--- config.mk ---
export PLATFORM = sky130hd
export DESIGN_NAME = sfw_window
export DESIGN_NICKNAME = d
export VERILOG_FILES = /design/src/hdl/sfw_pkg.sv /design/src/hdl/sfw_window.sv /design/src/hdl/sfw_fifo.sv
export VERILOG_INCLUDE_DIRS = /design/src /design/src/hdl
export SDC_FILE = /design/constraint.sdc
export NUM_CORES = 1
export LEC_CHECK = 0
export BUFFER_PORTS_ARGS = -buffer_cell sky130_fd_sc_hd__buf_4
export CORE_AREA = 2 2 155 157
export CTS_CLUSTER_DIAMETER = 100
export DETAILED_ROUTE_END_ITERATION = 6
export DIE_AREA = 0 0 157 159
export PLACE_DENSITY = 0.84
export SLEW_MARGIN = 20
export SYNTH_ARGS = -nofsm -noshare
export SYNTH_HDL_FRONTEND = slang
export SYNTH_SLANG_ARGS = --single-unit
--- constraint.sdc ---
create_clock -name REF_CLK_I -period 5.7 [get_ports REF_CLK_I]
set_input_delay 0.855 -clock REF_CLK_I [delete_from_list [all_inputs] [get_ports REF_CLK_I]]
set_output_delay 0.855 -clock REF_CLK_I [all_outputs]
set_load 0.01 [all_outputs]
--- src/hdl/sfw_regs.svh ---
// offsets, field positions, reset values and depth constants for the
// serial fifo data window; included by the package-using design files
`ifndef SFW_REGS_SVH
`define SFW_REGS_SVH
// window base: first of the thirty-six aliased word locations
`define SFW_WIN_BASE 8'h60
`define SFW_WIN_WORDS 8'h24
`define SFW_ALIAS_ELEVEN 8'h8C
`define SFW_ALIAS_TWELVE 8'h90
`define SFW_ALIAS_THIRTEEN 8'h94
`define SFW_ALIAS_FOURTEEN 8'h98
`define SFW_DATA_MSB 15
`define SFW_DATA_W 16
`define SFW_RSVD_ZERO 16'h0000
`define SFW_RESET_VAL 32'h0000_0000
`define SFW_FIFO_DEPTH 8
`define SFW_PTR_W 3
`define SFW_CNT_W 4
`endif

--- src/hdl/sfw_pkg.sv ---
// types shared by the serial fifo data window files
// assumes sfw_regs.svh sits beside it on the include path
`include "sfw_regs.svh"
package sfw_pkg;
  typedef logic [`SFW_DATA_W-1:0] sfw_word_t;
  typedef struct packed {
    logic valid;
    sfw_word_t data;
  } sfw_beat_t;
  typedef enum logic [2:0] {
    SFW_IDLE = 3'b001,
    SFW_SETUP = 3'b010,
    SFW_ACCESS = 3'b100
  } sfw_apb_state_t;
endpackage

--- src/hdl/sfw_window.sv ---
// bus-facing data window of a serial controller's transmit/receive fifos
// assumes an apb-style slave port on the peripheral clock, the shift
// engine on the far side of the fifo ports, and enable from a control reg
//
// Contract
// - data field is 16 bits, bits 15:0 of each window word
// - each window read with the receive fifo non-empty pops oldest entry onto read data
// - write pushes data into transmit fifo only while enable is 1
// - enable at 0 holds both fifos empty
// - thirty-six consecutive word addresses alias the same window
// - no fifo entry is reachable at its own address
// - received words read right-justified, unused upper bits zero
// - bits 31:16 are reserved, read as zero
`timescale 1ns/100ps
`default_nettype none
`include "sfw_regs.svh"
module sfw_window
  import sfw_pkg::*;
(
  input wire logic REF_CLK_I,
  input wire logic ARST_N_I,
  input wire logic CONTROLLER_ENABLE_I,
  input wire logic PSEL_I,
  input wire logic PENABLE_I,
  input wire logic PWRITE_I,
  input wire logic [7:0] PADDR_I,
  input wire logic [31:0] PWDATA_I,
  output logic [31:0] PRDATA_O,
  output logic PREADY_O,
  output logic PSLVERR_O,
  input wire logic RX_VALID_I,
  input wire logic [15:0] RX_DATA_I,
  output logic RX_READY_O,
  output logic TX_VALID_O,
  output logic [15:0] TX_DATA_O,
  input wire logic TX_READY_I,
  output logic [3:0] TX_LEVEL_O,
  output logic [3:0] RX_LEVEL_O
);
  sfw_apb_state_t state_reg;
  sfw_apb_state_t state_next;
  logic [31:0] prdata_reg;
  logic pready_reg;
  logic pslverr_reg;
  logic rx_ready_reg;
  logic tx_valid_reg;
  logic [15:0] tx_data_reg;
  logic [3:0] tx_level_reg;
  logic [3:0] rx_level_reg;
  logic enable_reg;

  sfw_beat_t txf_in;
  sfw_beat_t txf_out;
  sfw_beat_t rxf_in;
  sfw_beat_t rxf_out;
  logic txf_wr_ready;
  logic rxf_wr_ready;
  logic [3:0] txf_level;
  logic [3:0] rxf_level;

  // decode: every word offset in the aliased span maps onto one window
  wire logic [7:0] word_off = PADDR_I - `SFW_WIN_BASE;
  wire logic in_window = (PADDR_I >= `SFW_WIN_BASE) &&
    ({2'h0, word_off[7:2]} < `SFW_WIN_WORDS) && (PADDR_I[1:0] == 2'h0);
  // low address bits never pick an entry; only push and pop reach data
  wire logic access = PSEL_I && PENABLE_I && (state_reg == SFW_SETUP);
  wire logic wr_hit = access && PWRITE_I && in_window;
  wire logic rd_hit = access && !PWRITE_I && in_window;
  wire logic bad_addr = access && !in_window;
  // a write while disabled, or into a full fifo, is dropped with an error
  wire logic wr_drop = wr_hit && !(enable_reg && txf_wr_ready);
  wire logic rd_pop = rd_hit && rxf_out.valid;
  // flush while disabled; registered enable keeps flush glitch-free
  wire logic flush = !enable_reg;
  // only bits 15:0 are taken; upper write bits are ignored
  wire sfw_word_t wr_word = PWDATA_I[`SFW_DATA_MSB:0];
  // the master right-justifies short frames, so no shifting here
  wire sfw_word_t rd_word = rxf_out.data;
  wire logic [31:0] rd_value = rd_pop ?
    {`SFW_RSVD_ZERO, rd_word} : `SFW_RESET_VAL;

  assign txf_in.valid = wr_hit && enable_reg;
  assign txf_in.data = wr_word;
  assign rxf_in.valid = RX_VALID_I;
  assign rxf_in.data = RX_DATA_I;

  always_comb begin
    state_next = state_reg;
    case (state_reg)
      SFW_IDLE: begin
        if (PSEL_I && !PENABLE_I)
          state_next = SFW_SETUP;
      end
      SFW_SETUP: begin
        if (PSEL_I && PENABLE_I)
          state_next = SFW_ACCESS;
        else if (!PSEL_I)
          state_next = SFW_IDLE;
      end
      SFW_ACCESS: begin
        state_next = (PSEL_I && !PENABLE_I) ? SFW_SETUP : SFW_IDLE;
      end
      default: begin
        state_next = SFW_IDLE;
      end
    endcase
  end

  // pop strobe is one cycle per access, so one read pops at most once
  sfw_fifo u_tx_fifo (
    .clk_i(REF_CLK_I),
    .arst_n_i(ARST_N_I),
    .flush_i(flush),
    .wr_i(txf_in),
    .wr_ready_o(txf_wr_ready),
    .rd_ready_i(TX_READY_I && tx_valid_reg == 1'b0),
    .rd_o(txf_out),
    .level_o(txf_level)
  );

  sfw_fifo u_rx_fifo (
    .clk_i(REF_CLK_I),
    .arst_n_i(ARST_N_I),
    .flush_i(flush),
    .wr_i(rxf_in),
    .wr_ready_o(rxf_wr_ready),
    .rd_ready_i(rd_pop),
    .rd_o(rxf_out),
    .level_o(rxf_level)
  );

  always_ff @(posedge REF_CLK_I or negedge ARST_N_I) begin
    if (!ARST_N_I) begin
      state_reg <= SFW_IDLE;
      enable_reg <= 1'b0;
    end else begin
      state_reg <= state_next;
      enable_reg <= CONTROLLER_ENABLE_I;
    end
  end

  // bus answer: two access phase cycles (one wait state), ready and data from flops
  always_ff @(posedge REF_CLK_I or negedge ARST_N_I) begin
    if (!ARST_N_I) begin
      prdata_reg <= `SFW_RESET_VAL;
      pready_reg <= 1'b0;
      pslverr_reg <= 1'b0;
    end else begin
      prdata_reg <= rd_value;
      pready_reg <= access;
      pslverr_reg <= bad_addr || wr_drop;
    end
  end

  // tx output stage: a one-word output register that presents each word for one cycle toward the shifter
  wire logic tx_take = !tx_valid_reg && txf_out.valid && TX_READY_I;
  always_ff @(posedge REF_CLK_I or negedge ARST_N_I) begin
    if (!ARST_N_I) begin
      tx_valid_reg <= 1'b0;
      tx_data_reg <= '0;
    end else if (flush) begin
      tx_valid_reg <= 1'b0;
    end else if (tx_take) begin
      tx_valid_reg <= 1'b1;
      tx_data_reg <= txf_out.data;
    end else begin
      tx_valid_reg <= 1'b0;
    end
  end

  always_ff @(posedge REF_CLK_I or negedge ARST_N_I) begin
    if (!ARST_N_I) begin
      rx_ready_reg <= 1'b0;
      tx_level_reg <= '0;
      rx_level_reg <= '0;
    end else begin
      // registered ready lags a cycle; the source must see it before sending
      rx_ready_reg <= rxf_wr_ready && (rxf_level < 4'h7);
      tx_level_reg <= txf_level;
      rx_level_reg <= rxf_level;
    end
  end

  assign PRDATA_O = prdata_reg;
  assign PREADY_O = pready_reg;
  assign PSLVERR_O = pslverr_reg;
  assign RX_READY_O = rx_ready_reg;
  assign TX_VALID_O = tx_valid_reg;
  assign TX_DATA_O = tx_data_reg;
  assign TX_LEVEL_O = tx_level_reg;
  assign RX_LEVEL_O = rx_level_reg;
endmodule
`default_nettype wire

--- src/hdl/sfw_fifo.sv ---
// flip-flop fifo used for both directions of the data window
// assumes a single clock; flush empties it synchronously
`timescale 1ns/100ps
`default_nettype none
`include "sfw_regs.svh"
module sfw_fifo
  import sfw_pkg::*;
(
  input wire logic clk_i,
  input wire logic arst_n_i,
  input wire logic flush_i,
  input wire sfw_beat_t wr_i,
  output logic wr_ready_o,
  input wire logic rd_ready_i,
  output sfw_beat_t rd_o,
  output logic [`SFW_CNT_W-1:0] level_o
);
  logic [`SFW_DATA_W-1:0] mem_reg [`SFW_FIFO_DEPTH];
  logic [`SFW_PTR_W-1:0] wptr_reg;
  logic [`SFW_PTR_W-1:0] rptr_reg;
  logic [`SFW_CNT_W-1:0] cnt_reg;
  wire logic full = (cnt_reg == `SFW_CNT_W'(`SFW_FIFO_DEPTH));
  wire logic empty = (cnt_reg == '0);
  wire logic push = wr_i.valid && !full && !flush_i;
  wire logic pop = rd_ready_i && !empty && !flush_i;

  assign wr_ready_o = !full && !flush_i;
  assign rd_o.valid = !empty;
  assign rd_o.data = mem_reg[rptr_reg];
  assign level_o = cnt_reg;

  genvar g;
  generate
    for (g = 0; g < `SFW_FIFO_DEPTH; g++) begin : g_ent
      always_ff @(posedge clk_i or negedge arst_n_i) begin
        if (!arst_n_i)
          mem_reg[g] <= '0;
        else if (push && wptr_reg == `SFW_PTR_W'(g))
          mem_reg[g] <= wr_i.data;
      end
    end
  endgenerate

  always_ff @(posedge clk_i or negedge arst_n_i) begin
    if (!arst_n_i) begin
      wptr_reg <= '0;
      rptr_reg <= '0;
      cnt_reg <= '0;
    end else if (flush_i) begin
      wptr_reg <= '0;
      rptr_reg <= '0;
      cnt_reg <= '0;
    end else begin
      if (push)
        wptr_reg <= wptr_reg + 1'b1;
      if (pop)
        rptr_reg <= rptr_reg + 1'b1;
      cnt_reg <= cnt_reg + {3'b000, push} - {3'b000, pop};
    end
  end
endmodule
`default_nettype wire

---- Yosys cells after proc, flatten, opt, wreduce, memory -nomap -nowiden ----
Index checks and enable logic that the tools add are counted.
storage, ports and cells
  bits in registers ....................... 324
  bits of input ports ..................... 64
  output and inout port bits .............. 60
  logic and storage cells ................. 159
operators by class
  add/subtract/negate cells ............... 9
  $lt $le $gt $ge ......................... 5
  eq/ne operators ......................... 25
  mux-type cells .......................... 24
  bitwise gates (word level) .............. 3
  reduce and logical (&&, ||, !) cells .... 61
operators with widths
  operator             number
  $bmux 16 s3          2
  $mux 16              5
  $logic_and 1x1->1    44
  $mux 3               11
  $eq 3x3->1 const B   9
  $eq 3x2->1 const B   5
  $add 3x1->3 const B  4
  $eq 3x1->1 const B   3
  $logic_not 1->1      9
  $pmux 3 s3           1
  $add 4x1->4          2
  $eq 4x4->1 const B   2
  $ge 4x4->1 const B   2
  $ge 8x7->1 const B   1
  $logic_not 4->1      2
  $mux 4               2
  $ne 2x1->1 const B   4
  $not 3->4            2
  $sub 4x1->4          2
  $sub 8x7->8 const B  1
  $logic_not 3->1      2
  $lt 6x6->1 const B   1
  $lt 4x3->1 const B   1
  $reduce_and 2->1     2
  7 further kinds      8

---- Depth between registers and ports, before layout ----
Gate-level depths: netlist (run 1).
  word-level depth ........................ 11
  depth in mapped cells ................... 13

---- Modules after synthesis ----
From an unflattened synthesis (run 1), not the netlist that was laid out.
unflattened totals
  cell total of the unflattened synthesis .. 946
  area total of the unflattened synthesis .. 15238.4 sq um
modules (own cells, without submodules)
  module                 times used  cells an instance  area each (sq um)
  sfw_fifo at u_rx_fifo  1           408                6711.4
  sfw_fifo at u_tx_fifo  1           408                6592.6
  sfw_window             1           130                1934.4

---- Worst setup path after synthesis (run 1) ----
No wires, ideal clock.
  path kind ............................... input port to flip-flop
  start ................................... input PADDR_I[5]
  end ..................................... register u_rx_fifo.cnt_reg[2] (netlist: u_rx_fifo.level_o[2])
  setup time .............................. 0.132 ns
  data arrival time ....................... 2.984 ns
  required time ........................... 5.568 ns
  path slack .............................. 2.585 ns
  stages on the path ...................... 12
  path buffers ............................ 1
  cells stage by stage .................... ha_1 > and4b_1 > a21oi_2 > a211o_1 > clkbuf_1 > nor2_1 > ha_1 > inv_1 > ha_1 > fa_1 > xnor2_1 > nor2_1
on the way
  cells in the longest elaborated chain, start to end .. 10
ends and longest elaborated chain
  what                              RTL line          RTL
  from (decl)                       sfw_window.sv:26  input wire logic [7:0] PADDR_I,
  $sub 8x7->8 (no source line)      --
  $lt 6x6->1 (no source line)       --
  $logic_and 1x1->1 * (2 in a row)  sfw_window.sv:63  wire logic in_window = (PADDR_I >= `SFW_WIN_BASE) &&
  $logic_and 1x1->1 *               sfw_window.sv:68  wire logic rd_hit = access && !PWRITE_I && in_window;
  $logic_and 1x1->1 *               sfw_window.sv:72  wire logic rd_pop = rd_hit && rxf_out.valid;
  $logic_and 1x1->1 * (2 in a row)  sfw_fifo.sv:25    wire logic pop = rd_ready_i && !empty && !flush_i;
  $sub 4x1->4 *                     sfw_fifo.sv:58    cnt_reg <= cnt_reg + {3'b000, push} - {3'b000, pop};
  $mux 4 *                          sfw_fifo.sv:49    end else if (flush_i) begin
  to (signal assigned)              sfw_fifo.sv:58
  to (decl)                         sfw_fifo.sv:21    logic [`SFW_CNT_W-1:0] cnt_reg;
Every way passes the cells marked *; elsewhere a longest branch is shown, timed or not.
A chain may end at the register's enable or synchronous reset.

---- Worst setup path in the final report (run 1) ----
Ends and elaborated chain as after synthesis.

==> results list, run 1 <==
- Run status: finished, final reports clean
* Area enclosed by the die boundary: between 20000 and 25000 um2
* Peak Freq: 308.3 MHz
- In the global route stage, overall resource usage came out at a little under a quarter.
* Fill cell count: around 1500
* 1st-pass router iterations: 4
- Cell count after synthesis: 943
- After detailed routing, the met2 layer carries about 15 mm of wire.
- Global-route wire length before repair: ~46 mm
- Compared with the post-synthesis result, the final layout area differs by 12.70%.
* Diode count: 0
- The net count of the finished layout is approximately 1100.
* Worst setup slack after layout: approximately 2500 ps
* Worst r2r path cells: 10
* Maximum resistive drop on vdd: around 0.32 mV
- Destination of the worst hold path: TX_LEVEL_O[2]
- Routed Antenna Nets: 0
- For this block, the initial DRC count from the detailed router was between 400 and 500.
- In the finished design, the share of the clock period the worst path needs comes to a little under three fifths.
* Aggregate global routing overflow: 0
- Core Box Area: between 20000 and 25000 um2
- The count of final hold-check violations is 0.
- Total Neg Setup Slack: 0 ps
* Clock latency at the later pin of the worst-skew pair: about 500 ps
- Most used flip-flop cell after synthesis: sky130_fd_sc_hd__dfrtp_1
- The via count of the first global-routing pass was roughly 8700.
* Quantity of hold-fixing buffers added after cts: 0
- Yosys printed 0 warnings.
- Max Cap Viol: 0
- After detailed routing, the number of vias per cell comes to a little under 6.
- STA classifies the critical path startpoint as an input port.
* Hold depth: 0
- Count of cells resized by post-cts repair: 0
- The number of setup buffers added after CTS is 0.
* Post-Place Setup Slack: 1883 ps
- Register area: 8113 um2
- Routed len/inst: ~21 um
- Core utilization of the finished layout: 71.26%
- The number of clock buffers added by TritonCTS is 35.
* Uppermost layer routed: met4
- Between clock sinks in the finished design, the worst skew comes to roughly 12 ps.
* Site row count: 56
- Clock transition at the register clock pins on the worst setup and hold paths after CTS: ~60 ps
- Leading cell types in the layout, fill and taps excluded: 320 x sky130_fd_sc_hd__dfrtp_1, 189 x sky130_fd_sc_hd__mux2_2, 95 x sky130_fd_sc_hd__buf_4
* Startpoint of the worst hold path: u_tx_fifo.level_o[2]
* Least-Margin Pin Slew: roughly 1200 ps
- Summed over all nets, the half-perimeter wirelength after detailed placement is roughly 17 mm.
* I/O Buffers: 89
- The share of the Yosys chip area taken by registers is 55.30%.
- After detailed placement, the total cell area comes to between 15000 and 20000 um2.
* Amount of wire on met3 after detailed routing: 1.231 mm
- Pleak: 7.975 nW
- Crit path max fanout: 21
* Worst endpoint required time: between 6000 and 7000 ps
- Synth cell types: 47
- The root buffer cell chosen for the clock tree is sky130_fd_sc_hd__clkbuf_16.
- Setup repair after global routing missed its margin: false
- Syn Area/Cell: roughly 16 um2
- Entering global routing, the biggest net connects ~120 pins.
* Launch point of the worst reg-to-reg path: u_rx_fifo.level_o[2]
* Setup Viol. Count Final: 0
- Fraction of final layout cells sized beyond drive strength 1: a little over two fifths
- Power per unit of standard cell area: about 350 nW/um2
* Dominant cells by area after synthesis: sky130_fd_sc_hd__dfrtp_1 55%, sky130_fd_sc_hd__mux2_2 15%, sky130_fd_sc_hd__mux4_2 9.8%
* Design Power: 5.749 mW
- Number of synthesized flops with an enable pin: 0
- Routability-driven placement finished with a final weighted congestion of 0.7630.
* Final Max Slew Viols: 0
* Vertical die dimension: between 150 and 200 um
- The clock net in this run drives a total of around 320 sinks.
- TritonCTS clock tree: built
- Synthesis inferred 324 register bits.
* Worst R2R Setup Slack: between 2000 and 3000 ps
- The top cell type by area accounts for 55.12% of the synthesized area.
* Leading cell type in the layout, fill and taps excluded: sky130_fd_sc_hd__dfrtp_1
- Area used by multi-input combinational logic: roughly 6100 um2
- Critical path class: in -> reg
- Cell area after layout: approximately 17000 um2
- Max-slew headroom at the worst pin: approximately 23%
- The endpoint identified for the worst register-to-register timing path is u_rx_fifo.level_o[1].
- Data arrives at the worst endpoint at around 3600 ps.
* Post-layout min period: 3244 ps
- Cell area after technology mapping: between 10000 and 15000 um2
* Detailed-route wire length on metal 1: 11.62 mm
* Dominant cell type by area after synthesis: sky130_fd_sc_hd__dfrtp_1
- Number of antenna violations at the first check in global routing: 0
* Buffer depth of the longest clock path: 3
* H-tree lvl count: 2
- Final routed DRC violation total: 0
* Starting Density: between 60% and 70%
- Type of the tightest min-delay check: reg -> reg
* Total wire length: between 20 and 30 mm
- Summing over every cut layer, the via total after detailed routing is around 8000.
* Width of the chip: around 160 um
- Endpoint class of the critical path: flip-flop
- In this run the count of I/O pins placed on the die edge is between 100 and 150.
- In the synthesized netlist the async set-or-reset flop fraction comes to 100.0%.
[Yosys cell counts, drive strengths merged (4+ instances only)]
cell	number
dfrtp	323
mux2	256
mux4	64
buf	51
nor2	36
mux2i	35
nand2	33
ha	28
inv	26
o21ai	18
clkbuf	16
a21oi	8
and3	7
xnor2	7
and2	5
nand3	4
nand4	4
[worst max-delay path by stage]
stage / slack (ps) / to / depth (start not counted) / startpoint
after CTS: 2410 / u_rx_fifo.level_o[2] / 12 / PADDR_I[5]
after global placement: 1940 / u_rx_fifo.level_o[2] / 12 / PADDR_I[5]
after global routing: 2180 / u_rx_fifo.level_o[2] / 12 / PADDR_I[5]
final: 2460 / u_rx_fifo.level_o[2] / 12 / PADDR_I[5]
after floorplan: 2580 / u_rx_fifo.level_o[2] / 12 / PADDR_I[5]
after detailed placement: 1880 / u_rx_fifo.level_o[2] / 12 / PADDR_I[5]
[worst max-delay path: stages]
cell	delay, ps
sky130_fd_sc_hd__buf_4	120
sky130_fd_sc_hd__ha_1	190
sky130_fd_sc_hd__and4b_1	190
sky130_fd_sc_hd__a21oi_2	190
sky130_fd_sc_hd__a211o_1	780
sky130_fd_sc_hd__nor2_1	90
sky130_fd_sc_hd__ha_1	300
sky130_fd_sc_hd__inv_1	40
sky130_fd_sc_hd__ha_1	210
sky130_fd_sc_hd__fa_1	420
sky130_fd_sc_hd__xnor2_1	170
sky130_fd_sc_hd__nor2_1	50
[metal layers]
metal	track usage (%)	vias up
li1	-	3523
met1	30.58	4210
met2	42.36	190
met3	3.811	49
met4	7.006	0
met5	0	-
[power by group]
group | leakage (nW) | switching (mW) | internal [mW]
Clock | 0.547 | 0.874 | 1.29
Sequential | 4.41 | 0.160 | 2.57
Combinational | 3.01 | 0.381 | 0.473
Total | 7.97 | 1.42 | 4.33
[stage by stage]
stage          hold WS (ps)  std cells
2_1_floorplan         353.7        958
3_3_place_gp          378.4       1307
3_5_place_dp          364.7       1307
4_1_cts               390.8       1369
5_1_grt               411.1       1369
6_report              386.1       1369
[final cells by class]
type	count	share of cell area, %
flip-flops and latches	324	49.09
multi-input cells	541	36.68
clock buffers	57	6.542
repair buffers	97	4.528
well taps	319	2.415
inverters	26	0.5906
clock inverters	5	0.1514
[logic make-up (layout without fill, tap and decap cells)]
kind of cell / after synthesis / in the layout / synth area share [%]
multiplexers: 355 / 355 / 32.90
other: 1 / 16 / 0.02557
AO/OA/AOI/OAI: 35 / 35 / 1.476
adder cells (fa/ha/maj): 30 / 30 / 2.662
buffers and inverters: 93 / 185 / 3.746
XOR/XNOR: 9 / 9 / 0.5376
flip-flops: 324 / 324 / 55.30
AND/OR/NAND/NOR: 96 / 96 / 3.353
Power figures use the tool's default switching activity.
==> inputs of run 2 (changes only) <==
- CORE_AREA: 2 2 155 157 -> 2 2 168 170
- DIE_AREA: 0 0 157 159 -> 0 0 170 172
- PLACE_DENSITY: 0.84 -> 0.76
- clock period: 5.7 -> 2.9 ns (I/O delays scaled with it)
==> results list, run 2 (synthesis results as in run 1) <==
- The flow ran to the end, and the final reports show no timing, DRC or antenna violations.
- The first global-routing pass estimated between 40 and 50 mm of wire.
- Power per unit of standard cell area: roughly 680 nW/um2
- For the pin with the worst max-slew slack, the measured transition is between 700 and 800 ps.
- The clock passes through at most 3 buffers.
- Via count normalized by instance count: between 5 and 6
- Routed Antenna Nets: 0
* Fraction of final layout cells sized beyond drive strength 1: a little under half
- Clock transition at the register clock pins on the worst setup and hold paths after CTS: around 60 ps
* Pleak: 8.154 nW
- Max-slew headroom at the worst pin: a little under half
* Leading cell types in the layout, fill and taps excluded: 320 x sky130_fd_sc_hd__dfrtp_1, 189 x sky130_fd_sc_hd__mux2_2, 112 x sky130_fd_sc_hd__buf_4
- Setup repair after global routing left no endpoint under its margin.
- The worst setup path is launched from a flip-flop.
* Ports placed on the boundary: ~120
- Worst r2r path cells: 10
- The H-tree generated during clock tree synthesis spans 2 levels.
* Total number of vias: a little under 8000
- Static timing analysis puts the maximum clock frequency at 391.9 MHz.
- Maximum resistive drop on vdd: between 0.6 and 0.7 mV
* Final Max Slew Viols: 0
- Entering global routing, the biggest net connects 100 pins.
- Dpl cell area: around 16000 um2
* Starting Density: 53.37%
* TritonCTS Buffers: 35
- Max Cap Viol: 0
* Global-route usage over all layers: just over 20%
- Layout-stage area growth over the synthesis result: 15.35%
* Master of the slowest instance on the critical path: sky130_fd_sc_hd__fa_1
* Cell area after layout: around 17000 um2
- Worst path most repeated cell: sky130_fd_sc_hd__ha_1
- Int Power: 8.654 mW
- In the routed design, unresolved DRC markers number 0.
- Site row count: roughly 60
- Diode count: 0
- Final instance count without filler cells: between 1000 and 1500
* I/O Buffers: ~90
- Data arrives at the worst endpoint at between 2000 and 3000 ps.
- Overall power consumption after layout is estimated at 11.47 mW.
- Post-layout min period: ~2600 ps
* Via count of the first global-routing pass: approximately 8600
- STA puts the critical path data required time at ~3300 ps.
- Total wire length: between 20 and 30 mm
* Clock Skews: about 16 ps
- The critical path runs through a total of 10 cells.
- Part of the cycle the worst path needs: between 80% and 90%
- Final count of hold timing violations: 0
* Final net count: between 1000 and 1500
- In this run, the clock network consumes between 30% and 40% of the power.
- Critical Path, Cell by Cell: inv_1 -> ha_1 -> a2111o_1 -> a211o_1 -> nor2_1 -> ha_1 -> inv_1 -> ha_1 -> fa_1 -> and2_1
* Area enclosed by the die boundary: approximately 29000 um2
* Detailed-placement wirelength estimate: 17.61 mm
- Crit path max fanout: 3
- For this block, the initial DRC count from the detailed router was 464.
- After clock tree synthesis, the setup repair step added 0 buffers.
- After detailed placement, the design holds a cell count of about 1400.
- Aggregate global routing overflow: 0
- Net switching is between 20% and 30% of the power.
- Total net switching power: 2.820 mW
* Clock root buffer: sky130_fd_sc_hd__clkbuf_16
- Clock latency at the later pin of the worst-skew pair: ~520 ps
- Type of the tightest min-delay check: in -> reg
- Leading cell type in the layout, fill and taps excluded: sky130_fd_sc_hd__dfrtp_1
- In this run the standard cell core region covers around 27000 um2.
* Register share of total power: a little under half
* Core utilization of the finished layout: between 60% and 70%
- Vertical die dimension: 172 um
- Routed len/inst: about 20 um
- The congestion estimate from routability-driven global placement came to about 0.74.
- The largest single stage delay on the critical path is a little over 400 ps.
- Width of the chip: roughly 170 um
- Count of cells resized by post-cts repair: 0
- 1st-pass router iterations: 4
- Hold depth: 1
- Counting both buffers and inverters, the worst setup path holds a total of 2.
- Per report_power, the combinational group accounts for 14.8% of the total.
* Number of sinks driven by the clock tree: 324
* Critical path class: reg -> reg
* Number of antenna violations at the first check in global routing: 0
* Total Neg Setup Slack: 0 ps
- Cell family contributing the most delay on the critical path: adder cells
- The number of hold buffers added after CTS was 1.
* TritonCTS clock tree: built
- Endpoint class of the critical path: flip-flop
* Setup Viol. Count Final: 0
-- run 2: cell types whose count changed in the layout (fill, tap and decap cells not counted), moves of 2 or more --
cell and change:
sky130_fd_sc_hd__buf_4 +17, sky130_fd_sc_hd__clkinv_2 +3, sky130_fd_sc_hd__buf_12 +8, sky130_fd_sc_hd__clkbuf_8 +2, sky130_fd_sc_hd__clkbuf_1 -6
-- run 2: path summary, 6_finish.rpt --
kind | from | to | slack, ps
hold / removal | CONTROLLER_ENABLE_I | enable_reg | 30
hold reg to reg | u_tx_fifo.level_o[2] | TX_LEVEL_O[2] | 390
max in group asynchronous | ARST_N_I | u_rx_fifo.rptr_reg[2] | 1520
setup reg to reg | u_rx_fifo.level_o[2] | u_rx_fifo.level_o[1] | 350
min in group asynchronous | ARST_N_I | TX_LEVEL_O[2] | 580
setup / recovery | u_rx_fifo.level_o[2] | u_rx_fifo.level_o[1] | 350
-- run 2: power groups by stage --
stage | sequential [mW] | combinational, mW | clock, mW
2_1_floorplan | 5.32 | 1.26 | 0
3_3_place_gp | 5.42 | 1.67 | 0
3_5_place_dp | 5.45 | 1.72 | 0
4_1_cts | 5.37 | 1.73 | 4.50
5_1_grt | 5.45 | 1.88 | 4.70
6_report | 5.37 | 1.70 | 4.41
-- run 2: per-stage QoR --
step / hold WS, ps / worst slack (ps)
floorplan: 139.4 / 204.6
global placement: 364.7 / 264.0
detailed placement: 382.3 / 231.5
CTS: 18.19 / 336.4
global route: 13.13 / 156.1
finish: 33.41 / 348.2
-- run 2: metal layers --
| metal | vias up | wire (um) | track usage, % |
|---|---|---|---|
| li1 | 3595 | - | - |
| met1 | 4188 | 12620 | 27.24 |
| met2 | 133 | 14620 | 35.92 |
| met3 | 38 | 1172 | 3.891 |
| met4 | 0 | 465 | 4.942 |
| met5 | - | 0 | 0 |
-- run 2: cell type report --
class,count,area [um2]
Fill cell,1996,10560
Sequential cell,324,8113
Multi-Input combinational cell,541,6062
Clock buffer,52,1061
Timing Repair Buffer,123,1046
Tap cell,346,432.9
Clock inverter,12,102.6
Inverter,26,97.59
-- run 2: worst register-to-register path: cells and delay by family (launching register included) --
kind            cells  cell delay, ps
fa+ha+maj           4            1050
compound gates      2             620
flops               1             380
simple gates        2             250
buf+inv             2             160
